--- src/pkg/atm_port_cfg.svh ---
// constants of the cell port: cell geometry, idle cell bytes, widths
`ifndef ATM_PORT_CFG_SVH
`define ATM_PORT_CFG_SVH
`define CELL_LEN      53
`define CELL_IDX_W    6
`define STORE_DEPTH   64
`define OCTET_W       8
`define HDR_LEN       5
`define IDLE_HDR0     8'h00
`define IDLE_HDR1     8'h00
`define IDLE_HDR2     8'h00
`define IDLE_HDR3     8'h01
`define IDLE_HEC      8'h52
`define IDLE_PAYLOAD  8'h6a
`define IDX_ZERO      6'h00
`define IDX_ONE       6'h01
`define OCTET_ZERO    8'h00
`endif

--- src/pkg/atm_port_pkg.sv ---
// types shared by the cell port and its bench
`default_nettype none
package atm_port_pkg;
  typedef struct packed {
    logic       sof;
    logic [7:0] data;
  } byte_beat_t;

  typedef struct packed {
    logic crs;
    logic dv;
    logic er;
  } mii_status_t;

  typedef enum logic {
    SRC_IDLE,
    SRC_USER
  } tx_src_t;
endpackage
`default_nettype wire
--- src/design/atm_cell_port.sv ---
// cell port of fast_comm_ctrl_one: utopia slave receive, idle-filling transmit, mii status
//
// Notes on behaviour
// - rx start-of-cell is high while the rx bus carries a cell's first octet
// - rx cell-available is high only when one whole cell is stored
// - transmit octets go out on eight bits, bit 0 least significant
// - with no user cell queued, idle cells are sent
// - every cell is exactly 53 octets on both sides
// - carrier sense without data valid means broken packet headers
// - rx octet and start-of-cell are valid the third cycle after enable (two synchroniser stages, then the output register)
// - tx cell-available is high only when a whole cell can be taken
// - rx octet bus is driven only after receive enable, else released
`timescale 1ns/1ps
`default_nettype none
`include "atm_port_cfg.svh"
module atm_cell_port #(
  parameter int CELL_LEN = `CELL_LEN,
  parameter int DEPTH    = `STORE_DEPTH
) (
  input  wire logic                      sys_clk,
  input  wire logic                      rst,
  input  wire atm_port_pkg::byte_beat_t  wr_beat,
  input  wire logic                      wr_valid,
  output logic                           wr_ready,
  input  wire logic                      rx_enb,
  output logic [`OCTET_W-1:0]            rx_data,
  output logic                           rx_data_oe,
  output logic                           rx_soc,
  output logic                           rx_clav,
  input  wire atm_port_pkg::byte_beat_t  tx_beat,
  input  wire logic                      tx_valid,
  output logic                           tx_ready,
  output logic [`OCTET_W-1:0]            tx_data,
  output logic                           tx_soc,
  output logic                           tx_en,
  output logic                           tx_clav,
  output logic                           tx_underrun,
  input  wire atm_port_pkg::mii_status_t mii_pins,
  output logic                           broken_hdr,
  output logic                           frame_err
);
  import atm_port_pkg::*;

  localparam logic [`CELL_IDX_W-1:0] LAST_IDX = `CELL_IDX_W'(CELL_LEN - 1);

  // refused at elaboration: the octet index is only as wide as the store address
  if (CELL_LEN <= `HDR_LEN || CELL_LEN > DEPTH || DEPTH > (1 << `CELL_IDX_W)) begin : g_bad_len
    $error("atm_cell_port: cell length does not fit the store");
  end

  // pin synchronisers; only the second stage is read
  logic        enb_s1_q, enb_s2_q;
  mii_status_t mii_s1_q, mii_s2_q;

  always_ff @(posedge sys_clk or posedge rst) begin
    if (rst) begin
      enb_s1_q <= 1'b0;
      enb_s2_q <= 1'b0;
      mii_s1_q <= '0;
      mii_s2_q <= '0;
    end else begin
      enb_s1_q <= rx_enb;
      enb_s2_q <= enb_s1_q;
      mii_s1_q <= mii_pins;
      mii_s2_q <= mii_s1_q;
    end
  end

  // receive: user fills one cell, the phy master drains it
  logic [`CELL_IDX_W-1:0] wr_idx_q, wr_addr, rd_idx_q, rd_idx_d;
  logic [`OCTET_W-1:0]    mem_q;
  logic                   full_q, full_d, wr_fire, take, last;

  assign wr_fire = wr_valid && wr_ready;
  assign wr_addr = wr_beat.sof ? `IDX_ZERO : wr_idx_q;
  assign take    = enb_s2_q && full_q;
  assign last    = (rd_idx_q == LAST_IDX);

  always_comb begin
    rd_idx_d = rd_idx_q;
    if (take) begin
      rd_idx_d = last ? `IDX_ZERO : rd_idx_q + `IDX_ONE;
    end
    full_d = (full_q && !(take && last)) || (wr_fire && wr_addr == LAST_IDX);
  end

  // read address runs on the next index so the octet is ready one cycle early
  cell_store #(
    .WIDTH (`OCTET_W),
    .DEPTH (DEPTH),
    .AW    (`CELL_IDX_W)
  ) u_store (
    .sys_clk (sys_clk),
    .rst     (rst),
    .wr_en   (wr_fire),
    .wr_addr (wr_addr),
    .wr_data (wr_beat.data),
    .rd_addr (rd_idx_d),
    .rd_data (mem_q)
  );

  always_ff @(posedge sys_clk or posedge rst) begin
    if (rst) begin
      wr_idx_q <= `IDX_ZERO;
      full_q   <= 1'b0;
      rd_idx_q <= `IDX_ZERO;
      wr_ready <= 1'b0;
      rx_clav  <= 1'b0;
    end else begin
      if (wr_fire) begin
        wr_idx_q <= (wr_addr == LAST_IDX) ? `IDX_ZERO : wr_addr + `IDX_ONE;
      end
      full_q   <= full_d;
      rd_idx_q <= rd_idx_d;
      // single cell store: no writes until the stored cell has left
      wr_ready <= !full_d;
      rx_clav  <= full_d && rd_idx_d == `IDX_ZERO;
    end
  end

  always_ff @(posedge sys_clk or posedge rst) begin
    if (rst) begin
      rx_data    <= `OCTET_ZERO;
      rx_soc     <= 1'b0;
      rx_data_oe <= 1'b0;
    end else begin
      rx_data    <= take ? mem_q : `OCTET_ZERO;
      rx_soc     <= take && rd_idx_q == `IDX_ZERO;
      rx_data_oe <= enb_s2_q;
    end
  end

  // transmit: user cells when offered at a boundary, else idle cells
  tx_src_t                src_q, src_d;
  logic [`CELL_IDX_W-1:0] tx_cnt_q, tx_cnt_d;
  logic [`OCTET_W-1:0]    idle_oct, tx_oct;
  logic                   user_oct;

  always_comb begin
    unique case (tx_cnt_q)
      `CELL_IDX_W'(0): idle_oct = `IDLE_HDR0;
      `CELL_IDX_W'(1): idle_oct = `IDLE_HDR1;
      `CELL_IDX_W'(2): idle_oct = `IDLE_HDR2;
      `CELL_IDX_W'(3): idle_oct = `IDLE_HDR3;
      `CELL_IDX_W'(4): idle_oct = `IDLE_HEC;
      default:         idle_oct = `IDLE_PAYLOAD;
    endcase
  end

  always_comb begin
    src_d = src_q;
    if (tx_cnt_q == `IDX_ZERO) begin
      src_d = (tx_valid && tx_beat.sof) ? SRC_USER : SRC_IDLE;
    end
    user_oct = (src_d == SRC_USER) && tx_valid;
    // a dry user cell is padded with payload octets, never with idle header octets
    tx_oct   = user_oct ? tx_beat.data : (src_d == SRC_USER) ? `IDLE_PAYLOAD : idle_oct;
    tx_cnt_d = (tx_cnt_q == LAST_IDX) ? `IDX_ZERO : tx_cnt_q + `IDX_ONE;
  end

  always_ff @(posedge sys_clk or posedge rst) begin
    if (rst) begin
      src_q       <= SRC_IDLE;
      tx_cnt_q    <= `IDX_ZERO;
      tx_data     <= `OCTET_ZERO;
      tx_soc      <= 1'b0;
      tx_en       <= 1'b0;
      tx_ready    <= 1'b0;
      tx_clav     <= 1'b0;
      tx_underrun <= 1'b0;
    end else begin
      src_q       <= src_d;
      tx_cnt_q    <= tx_cnt_d;
      tx_data     <= tx_oct;
      tx_soc      <= (tx_cnt_q == `IDX_ZERO);
      tx_en       <= 1'b1;
      // the line drains one octet each cycle, so the user side never waits
      tx_ready    <= 1'b1;
      tx_clav     <= (tx_cnt_d == `IDX_ZERO);
      // a user cell that runs dry mid-cell is padded with idle payload
      tx_underrun <= (src_d == SRC_USER) && !tx_valid && tx_cnt_q != `IDX_ZERO;
    end
  end

  // mii receive status
  always_ff @(posedge sys_clk or posedge rst) begin
    if (rst) begin
      broken_hdr <= 1'b0;
      frame_err  <= 1'b0;
    end else begin
      broken_hdr <= mii_s2_q.crs && !mii_s2_q.dv;
      frame_err  <= mii_s2_q.er && mii_s2_q.dv;
    end
  end

  // checks
  localparam int CELL_DLY = CELL_LEN;
  localparam int HDR_W    = `HDR_LEN;
endmodule
`default_nettype wire

--- src/design/cell_store.sv ---
// one-cell octet store with registered read data
`timescale 1ns/1ps
`default_nettype none
module cell_store #(
  parameter int WIDTH = 8,
  parameter int DEPTH = 64,
  parameter int AW    = 6
) (
  input  wire logic             sys_clk,
  input  wire logic             rst,
  input  wire logic             wr_en,
  input  wire logic [AW-1:0]    wr_addr,
  input  wire logic [WIDTH-1:0] wr_data,
  input  wire logic [AW-1:0]    rd_addr,
  output logic      [WIDTH-1:0] rd_data
);
  logic [WIDTH-1:0] mem [DEPTH];

  // refused at elaboration: rows past the address range could never be read
  if (DEPTH > (1 << AW)) begin : g_bad_depth
    $error("cell_store: depth does not fit address width");
  end

  always_ff @(posedge sys_clk) begin
    if (wr_en) begin
      mem[wr_addr] <= wr_data;
    end
  end

  always_ff @(posedge sys_clk or posedge rst) begin
    if (rst) begin
      rd_data <= '0;
    end else begin
      rd_data <= mem[rd_addr];
    end
  end
endmodule
`default_nettype wire

--- config.mk ---
export PLATFORM = sky130hd
export DESIGN_NAME = atm_cell_port
export DESIGN_NICKNAME = d
export VERILOG_FILES = /design/src/pkg/atm_port_pkg.sv /design/src/design/atm_cell_port.sv /design/src/design/cell_store.sv
export VERILOG_INCLUDE_DIRS = /design/src /design/src/pkg
export SDC_FILE = /design/constraint.sdc
export NUM_CORES = 1
export LEC_CHECK = 0
export BUFFER_PORTS_ARGS = -buffer_cell sky130_fd_sc_hd__buf_2
export CAP_MARGIN = 20
export CORE_MARGIN = 3
export CORE_UTILIZATION = 29
export CTS_BUF_LIST = sky130_fd_sc_hd__clkbuf_8
export DETAILED_ROUTE_END_ITERATION = 12
export HOLD_SLACK_MARGIN = 0.02
export SETUP_SLACK_MARGIN = 0.2
export SYNTH_ARGS = -nofsm -noshare
export SYNTH_HDL_FRONTEND = slang
export SYNTH_SLANG_ARGS = --single-unit
--- constraint.sdc ---
create_clock -name sys_clk -period 8.3 [get_ports sys_clk]
set_input_delay 1.66 -clock sys_clk [delete_from_list [all_inputs] [get_ports sys_clk]]
set_output_delay 1.66 -clock sys_clk [all_outputs]
set_load 0.01 [all_outputs]
==> reports/qor.yml <==
status: "complete, no violations"
grt_first_pass_wirelength_um: 94800
max_cap_viol_count: 0
drc: 0
grt_pass1_vias: 14200
finalCritPeriodShare_pct: 58.2
ys_top_cells_by_area: "edfxtp_1 65%, dfrtp_1 6.6%, mux2i_1 4.8%, nand2_1 3.9%, mux4_2 3.2%"
grt_max_degree: 82
crit_type: "register to register"
fin_skew_ns: 0.0459
top_layer_used: "met4"
place.gp.congestion: 0.860
cpLargestDelayFamily: "buffers and inverters"
syn_nets: 1626
drt-pass1-iter-count: 5
swShare_pct: 22.1
die_height_um: 291
slew_headroom_pct: 22.3
synth_edf_count: 512
cts_buffer_depth: 3
endpoint_kind: "register"
setup_violations: 0
crit_path_frequent_cell: "buf_4"
yosysWarnings: 0
start_util_pct: 29.5
start_kind: "register"
path_max_fanout: 73
ys_ff_latch: 574
p_int_w: 0.00442
yosysTopAreaCell: "edfxtp_1"
antenna_cells: 0
async_flop_share_pct: 10.8
syn_inst: 1592
avgRoutedWirePerCell_um: 22.9
power.leakage_nw: 8.72
dieArea_um2: 84400
drive_gt1_share_pct: 14.9
fin_crit_ns: 4.83
wl_met2_um: 29300
hold_buffers: 0
antenna_left: 0
numClockSinks: 574
cts_resized: 0
critPathRequiredTime_ns: 8.83
via_per_inst: 5.18
port_buffers: 52
drt_iter0_markers: 1591
wirelength_um: 64000
drv_slew: 0
grt_overflow: 0
worst_skew_pair.late_latency_ns: 0.70
synthFlopType: "edfxtp_1"
clkPwrFrac_pct: 41.2
clk_pin_slew_ns: 0.06
core_um2: 79600
synth_area_um2: 23500
wirelength_met1_um: 27500
vias: 14500
fin_nets: 1704
p_comb_share_pct: 2.4
final_hold_viol_count: 0
crit_arrival_ns: 5.36
worst_pin_slew_ns: 1.16
syn_to_final_growth_pct: 13.3
ir_drop_v: 0.000108
yosysTopAreaCellShare_pct: 65.5
power_density_nw_per_um2: 213
seqPwrFrac_pct: 56.4
min_path_type: "register to register"
cp_slowest_stage_delay_ns: 0.61
tns_ns: 0
cts_setup_buffers: 0
grt_usage_pct: 14.8
critPathSlowestCell: "nor2_8"
max_freq_mhz: 207
switchingPower_w: 0.00125
crit_buf_inv: 4
fin_area_um2: 26600
yosys.cell_types.count: 75
rsz0062_at_grt: "no"
cts-buffers-inserted: 92
yosysSeqAreaShare_pct: 72.1
met3_wirelength_um: 5370
cts_root_buffer: "clkbuf_8"
cts_tree: "built"
dpl_cell_area_um2: 24800
h-tree-depth: 3
crit_chain: "clkinv_1, ha_1, buf_4, and3_2, nor2_8, inv_6, a211oi_2, buf_4, a32o_1, a221oi_1, o2111ai_1, a2bb2oi_1"
num_rows: 103
synth.avg_cell_area_um2: 14.8
antenna_found_initial: 0
final_util_pct: 33.4
io_pins: 53
fill_cells: 7670
die_w_um: 291
dp_hpwl_um: 39300
-- sequential cells by signal, summed over array words and instances (netlist names), 3 cells and up --
name,count
u_store.mem,512
rx_data,8
tx_data,8
u_store.rd_data,8
rd_idx_q,6
tx_cnt_q,6
wr_idx_q,6
mii_s1_q,3
mii_s2_q,3
-- cells in the mapped netlist (4+ instances only) --
cell type and n:
ha_1 8, nand2_1 245, a2111oi_0 5, and2_1 6, nand3_1 85, o311ai_0 5
mux2_2 8, o21ai_0 22, clkbuf_1 29, buf_1 13, nor3_1 9, inv_2 4
a31oi_1 12, nor2b_1 21, buf_4 7, a32o_1 13, a32oi_1 17, nand4_1 36
buf_2 44, mux2i_1 113, o221ai_1 6, mux4_2 33, inv_1 12, a21o_1 4
edfxtp_1 512, nor4_1 6, a221oi_1 11, o211ai_1 6, a21oi_1 32, a211oi_1 15
dfrtp_1 62, nor2_1 98, and3_1 20, o2111ai_1 8
-- per-stage QoR --
| stage | setup slack (ns) | std cells | total power (W) | hold WS, ns |
|---|---|---|---|---|
| after global placement | 3.64 | 2625 | 0.00339 | 0.337 |
| after floorplan | 4.94 | 1592 | 0.00330 | 0.331 |
| after detailed placement | 3.54 | 2625 | 0.00339 | 0.335 |
| final | 3.47 | 2793 | 0.00567 | 0.346 |
| after global routing | 3.21 | 2793 | 0.00587 | 0.357 |
| after CTS | 3.50 | 2792 | 0.00573 | 0.348 |
-- final timing paths --
kind,startpoint,to,slack (ns),cells after the start
worst max-delay path,rd_idx_q[0],u_store.rd_data[2],3.47,12
min in group asynchronous,rst,wr_idx_q[3],1.24,3
worst max register to register,rd_idx_q[0],u_store.rd_data[2],3.47,12
worst min register to register,mii_s1_q[0],mii_s2_q[0],0.35,0
worst min-delay path,mii_s1_q[0],mii_s2_q[0],0.35,0
max in group asynchronous,rst,tx_data[4],6.48,3
-- layout make-up --
class	instances	area (µm²)	area share (%)
Sequential cell	574	16900	63.6
Timing Repair Buffer	77	448	1.68
Inverter	18	77.6	0.291
Clock inverter	67	402	1.51
Multi-Input combinational cell	907	6070	22.8
Clock buffer	100	1380	5.17
Tap cell	1050	1310	4.94
-- cells by family (layout without fill, tap and decap cells) --
family,after synthesis,in the layout,synth area share [%]
multiplexers,155,155,8.42
adder cells (fa/ha/maj),8,8,0.426
AO/OA/AOI/OAI,193,193,6.20
other,1,1,0.0160
flip-flops,574,574,72.1
AND/OR/NAND/NOR,546,546,10.6
XOR/XNOR,4,4,0.149
buffers and inverters,111,262,2.14
-- power groups by stage --
stage	logic [W]	registers, W	clock network, W
detailed placement	0.000138	0.00326	0
floorplan	0.0000510	0.00325	0
finish	0.000137	0.00320	0.00234
global route	0.000148	0.00320	0.00253
CTS	0.000138	0.00320	0.00240
global placement	0.000135	0.00326	0
-- layout by cell type (no fill, tap or decap), types with 13 or more instances in the layout --
| cell type | instances |
|---|---|
| a211oi_1 | 14 |
| a21oi_1 | 32 |
| a32o_1 | 13 |
| a32oi_1 | 17 |
| and3_1 | 20 |
| buf_2 | 52 |
| buf_4 | 24 |
| clkbuf_8 | 100 |
| clkinv_1 | 19 |
| dfrtp_1 | 62 |
| edfxtp_1 | 512 |
| inv_1 | 43 |
| mux2i_1 | 113 |
| mux4_2 | 33 |
| nand2_1 | 245 |
| nand3_1 | 85 |
| nand4_1 | 36 |
| nor2_1 | 98 |
| nor2b_1 | 21 |
| o21ai_0 | 22 |
-- metal layers --
layer | up-vias | track usage, %
li1 | 6275 | -
met5 | - | 0
met4 | 0 | 4.62
met1 | 7338 | 20.8
met3 | 111 | 3.05
met2 | 733 | 23.0
-- worst reg2reg max path: stages, from the launching register on --
cell	delay, ns
dfrtp_1	0.34
clkinv_1	0.47
ha_1	0.49
buf_4	0.30
and3_2	0.32
nor2_8	0.61
inv_6	0.51
a211oi_2	0.32
buf_4	0.31
a32o_1	0.30
a221oi_1	0.10
o2111ai_1	0.47
a2bb2oi_1	0.13
Power figures use the tool's default switching activity.
